`config.mk`:
```
export PLATFORM = sky130hd
export DESIGN_NAME = serial_ctrl_irq
export DESIGN_NICKNAME = d
export VERILOG_FILES = /design/src/design/serial_ctrl_irq.v
export VERILOG_INCLUDE_DIRS = /design/src /design/src/design
export SDC_FILE = /design/constraint.sdc
export NUM_CORES = 1
export LEC_CHECK = 0
export BUFFER_PORTS_ARGS = -buffer_cell sky130_fd_sc_hd__buf_2
export CORE_MARGIN = 4
export CORE_UTILIZATION = 50
export DETAILED_ROUTE_END_ITERATION = 10
export GPL_ROUTABILITY_DRIVEN = 0
export PLACE_DENSITY = 0.77
export SYNTH_ARGS = -nofsm -noshare
export SYNTH_HDL_FRONTEND = slang
export SYNTH_SLANG_ARGS = --single-unit
export TNS_END_PERCENT = 1
```
`constraint.sdc`:
```
create_clock -name ref_clk -period 3.28 [get_ports ref_clk]
set_input_delay 0.164 -clock ref_clk [delete_from_list [all_inputs] [get_ports ref_clk]]
set_output_delay 0.164 -clock ref_clk [all_outputs]
set_load 0.02 [all_outputs]
```
`src/design/serial_ctrl_consts.vh`:
```
// Constants for the serial controller mode and interrupt block
`ifndef SERIAL_CTRL_CONSTS_VH
`define SERIAL_CTRL_CONSTS_VH

// ****************************************
// Register byte addresses
// ****************************************
`define ADDR_W 16
`define ADDR_SER1_PEND 16'ha808
`define ADDR_SER2_PEND 16'ha80c
`define ADDR_SER1_EN 16'ha848
`define ADDR_SER2_EN 16'ha84c
`define ADDR_SER1_TRIG 16'ha854
`define ADDR_SER2_TRIG 16'ha858
`define ADDR_SER1_FSEL 16'hc854
`define ADDR_SER2_FSEL 16'hc054
`define ADDR_SER1_SPICFG 16'hc858
`define ADDR_SER2_SPICFG 16'hc058
`define ADDR_SER1_FLOW 16'hc868
`define ADDR_SER2_FLOW 16'hc068

// ****************************************
// Field layouts and reset values
// ****************************************
`define IRQ_W 15
`define IRQ_MSB 14
`define TRIG_W 3
`define TRIG_MSB 2
`define FSEL_W 2
`define FSEL_MSB 1
`define SPI_MASTER_BIT 4
`define UART_ERR_MASK 15'h6000
`define PEND_RST 15'h0000
`define EN_RST 15'h0000
`define TRIG_RST 3'h0
`define FSEL_RST 2'h0
`define RDATA_ZERO 32'h0000_0000

// ****************************************
// Function selector codes
// ****************************************
`define FSEL_OFF 2'h0
`define FSEL_UART 2'h1
`define FSEL_SPI 2'h2
`define FSEL_TWI 2'h3

`endif

```
`src/design/serial_ctrl_irq.v`:
```
// Mode selection, second-level interrupt flags and pin routing for two serial controllers
//
// Overview of operation
// - Two independent controllers, each with selector, pending and enable registers.
// - Two-bit selector: 0 off, 1 UART, 2 SPI, 3 TWI.
// - UART only on the first controller; second allows off, SPI, TWI.
// - SPI runs master or slave; TWI runs master only.
// - FIFOs and DMA serve SPI and UART modes, never TWI.
// - Polled operation works without interrupts or DMA.
// - Pending bits 0-4: rx data, tx space, tx idle, rx overrun, tx underrun.
// - Pending bits 5-8: TWI rx done, tx done, command done, NACK.
// - Pending bits 9-12: DMA rx A, rx B, tx A, tx B unloaded.
// - Bit 13 UART frame error, bit 14 parity error, bit 15 unused.
// - Enable bit per pending bit, positions 0-14; both reset to zero.
// - First controller SPI master: B1 MOSI out, B2 MISO in, B3 clock out.
// - First controller SPI slave: B1 MISO out, B2 MOSI, B3 clock, B4 select in.
// - First controller TWI: B1 data, B2 clock, both open-drain.
// - First controller UART: B1 TX out, B2 RX in, B3 CTS, B4 RTS with flow.
// - Rx-data, tx-free, tx-idle sources: trigger 0 edge, 1 level.
`timescale 1ns/10ps
`include "serial_ctrl_consts.vh"

module serial_ctrl_irq (
	input wire ref_clk,
	input wire rst_n,
	input wire [15:0] address,
	input wire read,
	input wire write,
	input wire [3:0] byteenable,
	input wire [31:0] writedata,
	output reg [31:0] readdata,
	output reg waitrequest,
	input wire [14:0] ser1_events,
	input wire [14:0] ser2_events,
	output reg ser1_irq,
	output reg ser2_irq,
	output reg [1:0] ser1_mode,
	output reg [1:0] ser2_mode,
	output reg ser1_spi_master,
	output reg ser2_spi_master,
	output reg ser1_fifo_dma_en,
	output reg ser2_fifo_dma_en,
	input wire ser1_tx_data,
	input wire ser1_clk_out,
	input wire ser1_sda_low,
	input wire ser1_scl_low,
	input wire ser1_rts_n,
	output reg ser1_rx_data,
	output reg ser1_clk_in,
	output reg ser1_select_in_n,
	output reg ser1_cts_n,
	output reg ser1_sda_in,
	output reg ser1_scl_in,
	input wire ser2_tx_data,
	input wire ser2_clk_out,
	input wire ser2_sda_low,
	input wire ser2_scl_low,
	output reg ser2_rx_data,
	output reg ser2_clk_in,
	output reg ser2_select_in_n,
	output reg ser2_sda_in,
	output reg ser2_scl_in,
	input wire [4:1] port_b_in,
	output reg [4:1] port_b_out,
	output reg [4:1] port_b_oe,
	input wire [3:0] port_a_in,
	output reg [3:0] port_a_out,
	output reg [3:0] port_a_oe
);

	// ****************************************
	// Helper functions
	// ****************************************
	function [31:0] lane_mask;
		input [3:0] be;
		begin
			lane_mask = {{8{be[3]}}, {8{be[2]}}, {8{be[1]}}, {8{be[0]}}};
		end
	endfunction
	// Sticky flags: set wins over a clear in the same cycle
	function [14:0] pend_next;
		input [14:0] pend;
		input [14:0] ev;
		input [14:0] ev_prev;
		input [2:0] trig;
		input [14:0] clr;
		reg [2:0] low_set;
		begin
			low_set = ev[`TRIG_MSB:0] & (trig | ~ev_prev[`TRIG_MSB:0]);
			pend_next = (pend & ~clr) | {ev[`IRQ_MSB:`TRIG_W], low_set};
		end
	endfunction

	// ****************************************
	// Registers
	// ****************************************
	reg [14:0] ser1_pend_r, ser2_pend_r;
	reg [14:0] ser1_en_r, ser2_en_r;
	reg [2:0] ser1_trig_r, ser2_trig_r;
	reg [1:0] ser1_fsel_r, ser2_fsel_r;
	reg ser1_master_r, ser2_master_r;
	reg ser1_flow_r, ser2_flow_r;
	reg [14:0] ser1_ev_prev_r, ser2_ev_prev_r;
	reg [4:1] pb_meta_r, pb_sync_r;
	reg [3:0] pa_meta_r, pa_sync_r;
	wire [31:0] wmask = lane_mask(byteenable);
	wire [31:0] wdata_m = writedata & wmask;
	wire bus_req = read | write;
	wire wr_take = write & ~waitrequest;
	wire [14:0] ser2_ev_m = ser2_events & ~`UART_ERR_MASK;
	wire [14:0] ser1_clr = (wr_take && address == `ADDR_SER1_PEND) ? wdata_m[`IRQ_MSB:0] : `PEND_RST;
	wire [14:0] ser2_clr = (wr_take && address == `ADDR_SER2_PEND) ? wdata_m[`IRQ_MSB:0] : `PEND_RST;
	reg [31:0] rdata_nxt;

	// ****************************************
	// Avalon-MM slave: one wait state per access
	// ****************************************
	always @* begin
		rdata_nxt = `RDATA_ZERO;
		case (address)
			`ADDR_SER1_PEND: rdata_nxt[`IRQ_MSB:0] = ser1_pend_r;
			`ADDR_SER2_PEND: rdata_nxt[`IRQ_MSB:0] = ser2_pend_r;
			`ADDR_SER1_EN: rdata_nxt[`IRQ_MSB:0] = ser1_en_r;
			`ADDR_SER2_EN: rdata_nxt[`IRQ_MSB:0] = ser2_en_r;
			`ADDR_SER1_TRIG: rdata_nxt[`TRIG_MSB:0] = ser1_trig_r;
			`ADDR_SER2_TRIG: rdata_nxt[`TRIG_MSB:0] = ser2_trig_r;
			`ADDR_SER1_FSEL: rdata_nxt[`FSEL_MSB:0] = ser1_fsel_r;
			`ADDR_SER2_FSEL: rdata_nxt[`FSEL_MSB:0] = ser2_fsel_r;
			`ADDR_SER1_SPICFG: rdata_nxt[`SPI_MASTER_BIT] = ser1_master_r;
			`ADDR_SER2_SPICFG: rdata_nxt[`SPI_MASTER_BIT] = ser2_master_r;
			`ADDR_SER1_FLOW: rdata_nxt[0] = ser1_flow_r;
			`ADDR_SER2_FLOW: rdata_nxt[0] = ser2_flow_r;
			default: rdata_nxt = `RDATA_ZERO;
		endcase
	end

	always @(posedge ref_clk) begin
		if (!rst_n) begin
			waitrequest <= 1'b1;
			readdata <= `RDATA_ZERO;
		end else if (bus_req && waitrequest) begin
			waitrequest <= 1'b0;
			readdata <= read ? rdata_nxt : `RDATA_ZERO;
		end else begin
			waitrequest <= 1'b1;
		end
	end

	// ****************************************
	// Configuration registers
	// ****************************************
	always @(posedge ref_clk) begin
		if (!rst_n) begin
			ser1_en_r <= `EN_RST;
			ser2_en_r <= `EN_RST;
			ser1_trig_r <= `TRIG_RST;
			ser2_trig_r <= `TRIG_RST;
			ser1_fsel_r <= `FSEL_RST;
			ser2_fsel_r <= `FSEL_RST;
			ser1_master_r <= 1'b0;
			ser2_master_r <= 1'b0;
			ser1_flow_r <= 1'b0;
			ser2_flow_r <= 1'b0;
		end else if (wr_take) begin
			case (address)
				`ADDR_SER1_EN: ser1_en_r <= (ser1_en_r & ~wmask[`IRQ_MSB:0]) | wdata_m[`IRQ_MSB:0];
				`ADDR_SER2_EN: ser2_en_r <= (ser2_en_r & ~wmask[`IRQ_MSB:0]) | wdata_m[`IRQ_MSB:0];
				`ADDR_SER1_TRIG: if (byteenable[0]) ser1_trig_r <= writedata[`TRIG_MSB:0];
				`ADDR_SER2_TRIG: if (byteenable[0]) ser2_trig_r <= writedata[`TRIG_MSB:0];
				`ADDR_SER1_FSEL: if (byteenable[0]) ser1_fsel_r <= writedata[`FSEL_MSB:0];
				`ADDR_SER2_FSEL: if (byteenable[0] && writedata[`FSEL_MSB:0] != `FSEL_UART)
					ser2_fsel_r <= writedata[`FSEL_MSB:0];
				`ADDR_SER1_SPICFG: if (byteenable[0]) ser1_master_r <= writedata[`SPI_MASTER_BIT];
				`ADDR_SER2_SPICFG: if (byteenable[0]) ser2_master_r <= writedata[`SPI_MASTER_BIT];
				`ADDR_SER1_FLOW: if (byteenable[0]) ser1_flow_r <= writedata[0];
				`ADDR_SER2_FLOW: if (byteenable[0]) ser2_flow_r <= writedata[0];
				default: ser1_flow_r <= ser1_flow_r;
			endcase
		end
	end

	// ****************************************
	// Pending flags and interrupt requests
	// ****************************************
	// Interrupts are optional: flags are readable for polled use
	always @(posedge ref_clk) begin
		if (!rst_n) begin
			ser1_pend_r <= `PEND_RST;
			ser2_pend_r <= `PEND_RST;
			ser1_ev_prev_r <= `PEND_RST;
			ser2_ev_prev_r <= `PEND_RST;
			ser1_irq <= 1'b0;
			ser2_irq <= 1'b0;
		end else begin
			ser1_ev_prev_r <= ser1_events;
			ser2_ev_prev_r <= ser2_ev_m;
			ser1_pend_r <= pend_next(ser1_pend_r, ser1_events, ser1_ev_prev_r, ser1_trig_r, ser1_clr);
			ser2_pend_r <= pend_next(ser2_pend_r, ser2_ev_m, ser2_ev_prev_r, ser2_trig_r, ser2_clr);
			ser1_irq <= |(ser1_pend_r & ser1_en_r);
			ser2_irq <= |(ser2_pend_r & ser2_en_r);
		end
	end

	// ****************************************
	// Mode outputs
	// ****************************************
	always @(posedge ref_clk) begin
		if (!rst_n) begin
			ser1_mode <= `FSEL_RST;
			ser2_mode <= `FSEL_RST;
			ser1_spi_master <= 1'b0;
			ser2_spi_master <= 1'b0;
			ser1_fifo_dma_en <= 1'b0;
			ser2_fifo_dma_en <= 1'b0;
		end else begin
			ser1_mode <= ser1_fsel_r;
			ser2_mode <= ser2_fsel_r;
			ser1_spi_master <= ser1_master_r;
			ser2_spi_master <= ser2_master_r;
			ser1_fifo_dma_en <= (ser1_fsel_r == `FSEL_SPI) || (ser1_fsel_r == `FSEL_UART);
			ser2_fifo_dma_en <= (ser2_fsel_r == `FSEL_SPI);
		end
	end

	// ****************************************
	// Pin input synchronisers
	// ****************************************
	always @(posedge ref_clk) begin
		if (!rst_n) begin
			pb_meta_r <= 4'hf;
			pb_sync_r <= 4'hf;
			pa_meta_r <= 4'hf;
			pa_sync_r <= 4'hf;
		end else begin
			pb_meta_r <= port_b_in;
			pb_sync_r <= pb_meta_r;
			pa_meta_r <= port_a_in;
			pa_sync_r <= pa_meta_r;
		end
	end

	// ****************************************
	// Pin routing, first controller on port B
	// ****************************************
	reg [4:1] pb_out_nxt, pb_oe_nxt;
	reg s1_rx_nxt, s1_clk_nxt, s1_sel_nxt, s1_cts_nxt, s1_sda_nxt, s1_scl_nxt;
	always @* begin
		pb_out_nxt = 4'h0;
		pb_oe_nxt = 4'h0;
		s1_rx_nxt = 1'b1;
		s1_clk_nxt = 1'b0;
		s1_sel_nxt = 1'b1;
		s1_cts_nxt = 1'b0;
		s1_sda_nxt = 1'b1;
		s1_scl_nxt = 1'b1;
		case (ser1_fsel_r)
			`FSEL_SPI: begin
				pb_out_nxt[1] = ser1_tx_data;
				pb_oe_nxt[1] = 1'b1;
				s1_rx_nxt = pb_sync_r[2];
				if (ser1_master_r) begin
					pb_out_nxt[3] = ser1_clk_out;
					pb_oe_nxt[3] = 1'b1;
				end else begin
					s1_clk_nxt = pb_sync_r[3];
					s1_sel_nxt = pb_sync_r[4];
				end
			end
			`FSEL_TWI: begin
				pb_oe_nxt[1] = ser1_sda_low;
				pb_oe_nxt[2] = ser1_scl_low;
				s1_sda_nxt = pb_sync_r[1];
				s1_scl_nxt = pb_sync_r[2];
			end
			`FSEL_UART: begin
				pb_out_nxt[1] = ser1_tx_data;
				pb_oe_nxt[1] = 1'b1;
				s1_rx_nxt = pb_sync_r[2];
				if (ser1_flow_r) begin
					s1_cts_nxt = pb_sync_r[3];
					pb_out_nxt[4] = ser1_rts_n;
					pb_oe_nxt[4] = 1'b1;
				end
			end
			default: pb_oe_nxt = 4'h0;
		endcase
	end

	// ****************************************
	// Pin routing, second controller on port A
	// ****************************************
	reg [3:0] pa_out_nxt, pa_oe_nxt;
	reg s2_rx_nxt, s2_clk_nxt, s2_sel_nxt, s2_sda_nxt, s2_scl_nxt;
	always @* begin
		pa_out_nxt = 4'h0;
		pa_oe_nxt = 4'h0;
		s2_rx_nxt = 1'b1;
		s2_clk_nxt = 1'b0;
		s2_sel_nxt = 1'b1;
		s2_sda_nxt = 1'b1;
		s2_scl_nxt = 1'b1;
		case (ser2_fsel_r)
			`FSEL_SPI: begin
				pa_out_nxt[0] = ser2_tx_data;
				pa_oe_nxt[0] = 1'b1;
				s2_rx_nxt = pa_sync_r[1];
				if (ser2_master_r) begin
					pa_out_nxt[2] = ser2_clk_out;
					pa_oe_nxt[2] = 1'b1;
				end else begin
					s2_clk_nxt = pa_sync_r[2];
					s2_sel_nxt = pa_sync_r[3];
				end
			end
			`FSEL_TWI: begin
				pa_oe_nxt[1] = ser2_sda_low;
				pa_oe_nxt[2] = ser2_scl_low;
				s2_sda_nxt = pa_sync_r[1];
				s2_scl_nxt = pa_sync_r[2];
			end
			default: pa_oe_nxt = 4'h0;
		endcase
	end

	// ****************************************
	// Registered pin and engine outputs
	// ****************************************
	always @(posedge ref_clk) begin
		if (!rst_n) begin
			port_b_out <= 4'h0;
			port_b_oe <= 4'h0;
			port_a_out <= 4'h0;
			port_a_oe <= 4'h0;
			ser1_rx_data <= 1'b1;
			ser1_clk_in <= 1'b0;
			ser1_select_in_n <= 1'b1;
			ser1_cts_n <= 1'b0;
			ser1_sda_in <= 1'b1;
			ser1_scl_in <= 1'b1;
			ser2_rx_data <= 1'b1;
			ser2_clk_in <= 1'b0;
			ser2_select_in_n <= 1'b1;
			ser2_sda_in <= 1'b1;
			ser2_scl_in <= 1'b1;
		end else begin
			port_b_out <= pb_out_nxt;
			port_b_oe <= pb_oe_nxt;
			port_a_out <= pa_out_nxt;
			port_a_oe <= pa_oe_nxt;
			ser1_rx_data <= s1_rx_nxt;
			ser1_clk_in <= s1_clk_nxt;
			ser1_select_in_n <= s1_sel_nxt;
			ser1_cts_n <= s1_cts_nxt;
			ser1_sda_in <= s1_sda_nxt;
			ser1_scl_in <= s1_scl_nxt;
			ser2_rx_data <= s2_rx_nxt;
			ser2_clk_in <= s2_clk_nxt;
			ser2_select_in_n <= s2_sel_nxt;
			ser2_sda_in <= s2_sda_nxt;
			ser2_scl_in <= s2_scl_nxt;
		end
	end

endmodule

```
; After elaboration in Yosys (flattened, before gate mapping)
; Cells that the tools add are included.
; Widths: inputs -> output; s select.
[totals]
register_bits = 166
elab_cells = 142
[classes]
eq_ne = 18
mux = 16
n_bitwise = 26
n_reduce_logical = 29
[ops]
columns = operator, n
row1 = $eq 16x16->1 const B, 12
row2 = $and 15x15->15, 7
row3 = $mux 15, 3
row4 = $not 15->15, 3
row5 = $or 15x15->15, 3
row6 = $pmux 10 s4, 1
row7 = $reduce_and 3->1, 11
row8 = $reduce_or 15->1, 2
row9 = $reduce_and 2->1, 8
row10 = $or 15x13->15, 1
row11 = $pmux 1 s6, 2
row12 = $pmux 1 s10, 1
row13 = $eq 2x2->1 const B, 4
row14 = $pmux 1 s8, 1
row15 = $and 3x3->3, 2
row16 = $not 3->3, 2
row17 = $or 3x3->3, 2
row18 = $reduce_or 3->1, 2
row19 = $mux 1, 5
row20 = $logic_and 1x1->1, 4
row21 = $not 1->1, 4
row22 = $pmux 1 s2, 2
row23 = $pmux 1 s4, 1
row24 = $eq 2x1->1 const B, 1
row25 = other kinds (5), 5

; Longest topological paths before layout
; Gate-level depths: netlist of the first run.
[logic_depth]
depth_word = 7
depth_mapped = 8
mapped_depth_nobuf = 5

; Worst setup path after synthesis of the first run
; No wires, ideal clock.
[synth_timing]
path_type = register -> register
start = register waitrequest
end = register ser1_flow_r
setup_ps = 120
arrival_ps = 1774
path_slack_ps = 1387
stages_incl_launch_ff = 6
path_buffers = 1
cell_sequence = dfxtp_1 nand3b_1 or4_4 buf_6 o21ai_0 a21boi_1
[synth_via]
elab_chain_cells = 3
[synth_rtl]
columns = item, line_no
row1 = "start, declared", serial_ctrl_irq.v:32  ; output reg waitrequest,
row2 = "start signal, assigned", serial_ctrl_irq.v:139  ; waitrequest <= 1'b1;
row3 = "start signal, assigned", serial_ctrl_irq.v:142  ; waitrequest <= 1'b0;
row4 = "start signal, assigned", serial_ctrl_irq.v:145  ; waitrequest <= 1'b1;
row5 = $not 1->1, serial_ctrl_irq.v:109  ; wire wr_take = write & ~waitrequest;
row6 = $and 1x1->1, serial_ctrl_irq.v:109
row7 = $reduce_and 3->1 (no line), n/a
row8 = "end signal, assigned", serial_ctrl_irq.v:175  ; `ADDR_SER1_FLOW: if (byteenable[0]) ser1_flow_r <= writedata[0];
row9 = "end signal, assigned", serial_ctrl_irq.v:177  ; default: ser1_flow_r <= ser1_flow_r;
row10 = "end, declared", serial_ctrl_irq.v:102  ; reg ser1_flow_r, ser2_flow_r;
; No other way between the ends.
; A chain may end at the register's enable or synchronous reset.

; Final worst setup path of the first run
[layout_timing]
start = register waitrequest
end = register ser1_pend_r[5]
[layout_via]
elab_chain_cells = 7
[layout_rtl]
columns = item, line_no
row1 = $not 1->1, serial_ctrl_irq.v:109
row2 = $and 1x1->1, serial_ctrl_irq.v:109
row3 = $logic_and 1x1->1 (no line), n/a
row4 = $mux 15 (no line), n/a
row5 = $not 15->15, serial_ctrl_irq.v:90  ; pend_next = (pend & ~clr) | {ev[`IRQ_MSB:`TRIG_W], low_set};
row6 = $and 15x15->15, serial_ctrl_irq.v:90
row7 = $or 15x15->15, serial_ctrl_irq.v:90
row8 = "end signal, assigned", serial_ctrl_irq.v:188  ; ser1_pend_r <= `PEND_RST;
row9 = "end signal, assigned", serial_ctrl_irq.v:197  ; ser1_pend_r <= pend_next(ser1_pend_r, ser1_events, ser1_ev_prev_r, ser1_trig_r, ser1_clr);
row10 = "end, declared", serial_ctrl_irq.v:97  ; reg [14:0] ser1_pend_r, ser2_pend_r;
; No other way between the ends.

==> results of run 1 <==
[layer usage]
metal / track usage (%) / up-vias
li1: - / 2482
met1: 32.36 / 2412
met2: 37.62 / 272
met3: 6.487 / 39
met4: 9.744 / 0
met5: 0 / -
[cell usage in the layout, fill, tap and decap left out, types with 8 or more instances in the layout]
| cell | count |
|---|---|
| nor2_1 | 18 |
| dlygate4sd3_1 | 46 |
| and2_1 | 18 |
| nand2b_1 | 23 |
| mux2i_1 | 42 |
| a22o_1 | 12 |
| a22oi_1 | 17 |
| nand3_1 | 8 |
| buf_2 | 129 |
| o21a_1 | 24 |
| dfxtp_1 | 142 |
| buf_4 | 10 |
| nor2b_1 | 39 |
| clkbuf_16 | 17 |
| a21boi_0 | 24 |
| a221oi_1 | 11 |
| nand2_1 | 39 |
| and3_1 | 8 |
| conb_1 | 21 |
| o21ai_1 | 10 |
| o21ai_0 | 12 |
[power breakdown]
part / switching, W / internal [W]
Sequential: 0.0000339 / 0.00176
Combinational: 0.000131 / 0.000127
Clock: 0.000744 / 0.00134
Total: 0.000909 / 0.00323
[metrics by stage]
stage	hold WS, ns	power, W
after floorplan	0.2510	0.001968
after global placement	0.3452	0.002035
after detailed placement	0.3516	0.002045
after CTS	0.006952	0.004159
after global routing	0.02608	0.004258
final	0.01511	0.004139
[logic make-up after synthesis]
logic type,count (synthesis),synth area share (%)
other cells,1,0.06221
mux,42,6.974
simple gates,214,22.19
buf+inv,58,5.417
flops,142,47.16
fa+ha+maj,4,0.8303
compound gates,141,17.37
[critical path: cells and delay by family, from the launching register on]
| kind | cells | cell delay [ns] |
|---|---|---|
| AND/OR/NAND/NOR | 2 | 1.35 |
| flip-flops | 1 | 0.37 |
| AO/OA/AOI/OAI | 2 | 0.42 |
[worst paths after layout]
kind	to	slack [ns]
hold reg to reg	pb_sync_r[2]	0.40
setup reg to reg	ser1_pend_r[5]	1.03
setup / recovery	ser1_pend_r[5]	1.03
hold / removal	waitrequest	0.02
[layout make-up]
class | instances | area [um2]
Fill cell | 882 | 3811
Multi-Input combinational cell | 422 | 2934
Sequential cell | 142 | 2843
Timing Repair Buffer | 185 | 1181
Clock buffer | 20 | 466.7
Clock inverter | 12 | 181.4
Tap cell | 143 | 178.9
Inverter | 4 | 15.01
Antenna cell | 1 | 2.502
[repair_timing]
| item | in CTS | in global routing |
|---|---|---|
| buffers inserted | 0 | 0 |
| hold buffers | 46 | 0 |
| endpoints found under the hold margin | 46 | 0 |
| resized for setup | 0 | 0 |
==> results.toml, run 1 <==
[yosys]
syn_inst = 602
avgSynthCellArea_um2 = 10.01
synth.cell_area_um2 = 6028
ys_seq_area_share_pct = 47.16
ys.warnings.count = 0
synth_edf_count = 0
ys_ff_latch = 142
yosysTopAreaCellShare_pct = 47.16
async_reset_ff_share_pct = 0
synthTopCellsByCount = "dfxtp_1 (142), mux2i_1 (42), nand2_1 (39), nor2b_1 (39)"
synth.most_common_cell = "dfxtp_1"
synth.area.top_cells = "dfxtp_1 (47%), mux2i_1 (7.0%), nor2b_1 (4.0%)"
netlist.top_cell.by_area = "dfxtp_1"
synth_cell_types = 60
synthFlopType = "dfxtp_1"

[critical_path]
r2r_start = "waitrequest"
setup.worst_path.start = "waitrequest"
setup.worst_path.class = "reg -> reg"
r2r_cells = 4
startpoint_type = "register"
end_kind = "register"
cpPeakStageDelay_ns = 0.85
required_ns = 3.60
crit_chain = "nand3b_1 -> nor3_2 -> a21boi_0 -> o21a_1"
arrival_ns = 2.57
crit_slowest_cell = "nor3_2"
path_max_fanout = 8

[min_path]
hold_start = "read"
hold_depth = 2
hp-class = "in -> reg"

[global_routing]
grt_pass1_vias = 5172
grt_max_degree = 61
antenna_found_initial = 0
grt_pass1_wl_mm = 26.89
globalRouteOverflowTotal = 0
grtUsageTotal_pct = 24.32

[timing]
fmax_mhz = 444.0
hold_violations = 0
final.setup.tns_ns = 0
setup_ws_ns = 1.028
finalMaxSlewViolations = 0
clock-skew-final_ns = 0.01019
setup_violations = 0
fin_crit_sh_pct = 68.67
relSlewSlack_pct = 41.83
rsz0062_at_grt = "no"
fin_crit_ns = 2.252
tightest_slew_ns = 0.8608

[floorplan]
row_count = 39
core_um2 = 11610
start_util_pct = 51.91
die_area_um2 = 13880
dieWidth_um = 117.8
die_height_um = 117.8
ioPinCount = 173

[finish]
postLayoutCellArea_um2 = 7802
final_layout_size_suffix_gt1_share_pct = 24.46
fin_cells = 929
syn_to_final_growth_pct = 29.43
nets = 879
utilization_pct = 67.18

[job]
drv_cap = 0

[clocking]
cts_max_path_buffers = 2
numCtsBuffers = 17
clk_latency_ns = 0.42
cts_tree = "built"
htree_levels = 4
clk_pin_slew_ns = 0.06
clkSinkCount = 142
clock-root-buffer = "clkbuf_16"

[detailed_routing]
viasPerCell = 5.603
drt_wl_total_mm = 16.76
vias = 5205
dr_wl_met3_mm = 1.438
dr.pass1.iters = 7
wirelength_met1_mm = 7.155
top_layer = "met4"
drc = 0
drt_iter0_markers = 664
postRouteAntennaNets = 0
wire_per_inst_um = 18.04
route.met2.wl_mm = 7.752

[placement]
pre_cts_ws_ns = 0.8290
io_buffers = 129
placedCellCount = 850
post-dp-hpwl_mm = 11.68
dpl_cell_area_um2 = 6691

[power]
p_leak_nw = 3.058
powerDensity_nw_per_um2 = 530.5
ir_worst_vdd_uv = 392.4

[run_status]
outcome = "finished clean"
Note: power is estimated with default switching activity, not from simulation.
==> run 2: changes to the inputs <==
- CORE_UTILIZATION: 50 -> 47
- PLACE_DENSITY: 0.77 -> 0.76
- clock period: 3.28 -> 1.8 ns (I/O delays scaled with it)
==> run 2 against run 1 <==
Count of clock-buffer cells in the layout is 5 higher. Flip-flop and latch count unchanged. Via count up 6.9%. Sequential power increased by 82%. Fmax is 37% higher. Critical path type unchanged. Combinational power increased by 110%.
==> results.toml, run 2 (synthesized netlist as in run 1, its figures left out) <==
[run_status]
outcome = "finished clean"

[critical_path]
arrival_ns = 1.95
r2r_slack_ns = 0.16
end_kind = "register"
path_max_fanout = 5
r2r_cells = 7
setup.worst_path.class = "reg -> reg"
r2r_end = "ser2_pend_r[3]"
startpoint_type = "register"
r2r_start = "waitrequest"
required_ns = 2.11

[power]
powerDensity_nw_per_um2 = 849.1
power_w = 0.007012
ir_worst_vdd_uv = 572.6
p_leak_nw = 3.305

[clocking]
cts_tree = "built"
clk_latency_ns = 0.42
clk_pin_slew_ns = 0.06
numCtsBuffers = 17
cts_max_path_buffers = 2
post_cts_resized = 0
clkSinkCount = 142
htree_levels = 4
clock-root-buffer = "clkbuf_16"

[min_path]
hp-class = "in -> reg"
hold_start = "writedata[0]"
hold_depth = 3
hold-path-endpoint = "ser1_flow_r"

[floorplan]
core_um2 = 12570
start_util_pct = 47.96
ioPinCount = 173
dieWidth_um = 121.3
row_count = 41
die_height_um = 121.3
die_area_um2 = 14700

[placement]
post-dp-hpwl_mm = 12.74
io_buffers = 129
dpl_cell_area_um2 = 7112
pre_cts_ws_ns = -0.1636

[timing]
hold_ws_ns = 0.04036
tightest_slew_ns = 0.6191
setup_violations = 0
hold_violations = 0
fin_crit_sh_pct = 91.21
relSlewSlack_pct = 58.61
fin_crit_ns = 1.642
fmax_mhz = 609.1
finalMaxSlewViolations = 0
rsz0062_at_grt = "no"
clock-skew-final_ns = 0.007375
setup_ws_ns = 0.1581

[finish]
nets = 940
diodes = 0
utilization_pct = 65.70
final_common_cell = "dfxtp_1"
most-common-layout-cells = "dfxtp_1 (141), buf_2 (129), dlygate4sd3_1 (60), buf_4 (54), mux2i_1 (42)"
final_layout_size_suffix_gt1_share_pct = 27.66
syn_to_final_growth_pct = 36.99
postLayoutCellArea_um2 = 8258

[global_routing]
grt_pass1_wl_mm = 27.85
grt_max_degree = 74
grt_pass1_vias = 5547
antenna_found_initial = 0
globalRouteOverflowTotal = 0
grtUsageTotal_pct = 24.10

[detailed_routing]
drc = 0
dr.pass1.iters = 6
drt_wl_total_mm = 17.81
wire_per_inst_um = 17.49
viasPerCell = 5.467
postRouteAntennaNets = 0
drt_iter0_markers = 563
vias = 5565

[job]
drv_cap = 0
## run 2: cell type report
cell class / count / area (um2)
clock buffer: 25 / 475.5
clock inverter: 7 / 62.56
fill: 1005 / 4310
inverter: 4 / 15.01
multi-input combinational: 422 / 2934
sequential: 142 / 2844
tap: 172 / 215.2
timing repair buffer: 246 / 1712
## run 2: worst max path at each step
| stage | startpoint | to | slack, ns | depth (start not counted) |
|---|---|---|---|---|
| detailed placement | address[10] | readdata[14] | -0.16 | 7 |
| CTS | waitrequest | ser2_pend_r[0] | 0.07 | 6 |
| floorplan | waitrequest | ser1_flow_r | 0.02 | 5 |
| global route | rst_n | readdata[2] | 0.04 | 5 |
| finish | waitrequest | ser2_pend_r[3] | 0.16 | 7 |
| global placement | address[10] | ser1_fsel_r[0] | -0.06 | 6 |
## run 2: layer usage
metal | part of all wire [%] | track usage [%] | up-vias
li1 | - | - | 2601
met1 | 41 | 30.29 | 2637
met2 | 48 | 39.18 | 280
met3 | 7.8 | 5.408 | 47
met4 | 2.7 | 11.69 | 0
met5 | 0 | 0 | -
## run 2: report_power, final
| part | internal, W | leakage (nW) | total [W] | switching (W) |
|---|---|---|---|---|
| sequential | 0.00322 | 1.16 | 0.00328 | 0.0000586 |
| combinational | 0.000287 | 1.88 | 0.000552 | 0.000265 |
| clock | 0.00196 | 0.265 | 0.00318 | 0.00123 |
## run 2: what timing repair did
item,in CTS,in global routing
hold buffers,60,0
buffers inserted,0,1
endpoints found under the setup margin,0,4
hold endpoints to repair,69,0
## run 2: metrics by stage
step,std cells,setup TNS [ns]
3_3_place_gp,925,-0.6857
2_1_floorplan,622,0
6_report,1018,0
4_1_cts,1017,0
3_5_place_dp,925,-2.364
5_1_grt,1018,0
## run 2: critical path, stage by stage, from the launching register on
cell and delay [ns]:
dfxtp_2 0.32, nand3b_1 0.15, buf_4 0.17, buf_4 0.16, nor2_1 0.22, buf_4 0.22, a21boi_0 0.11, o21a_1 0.19
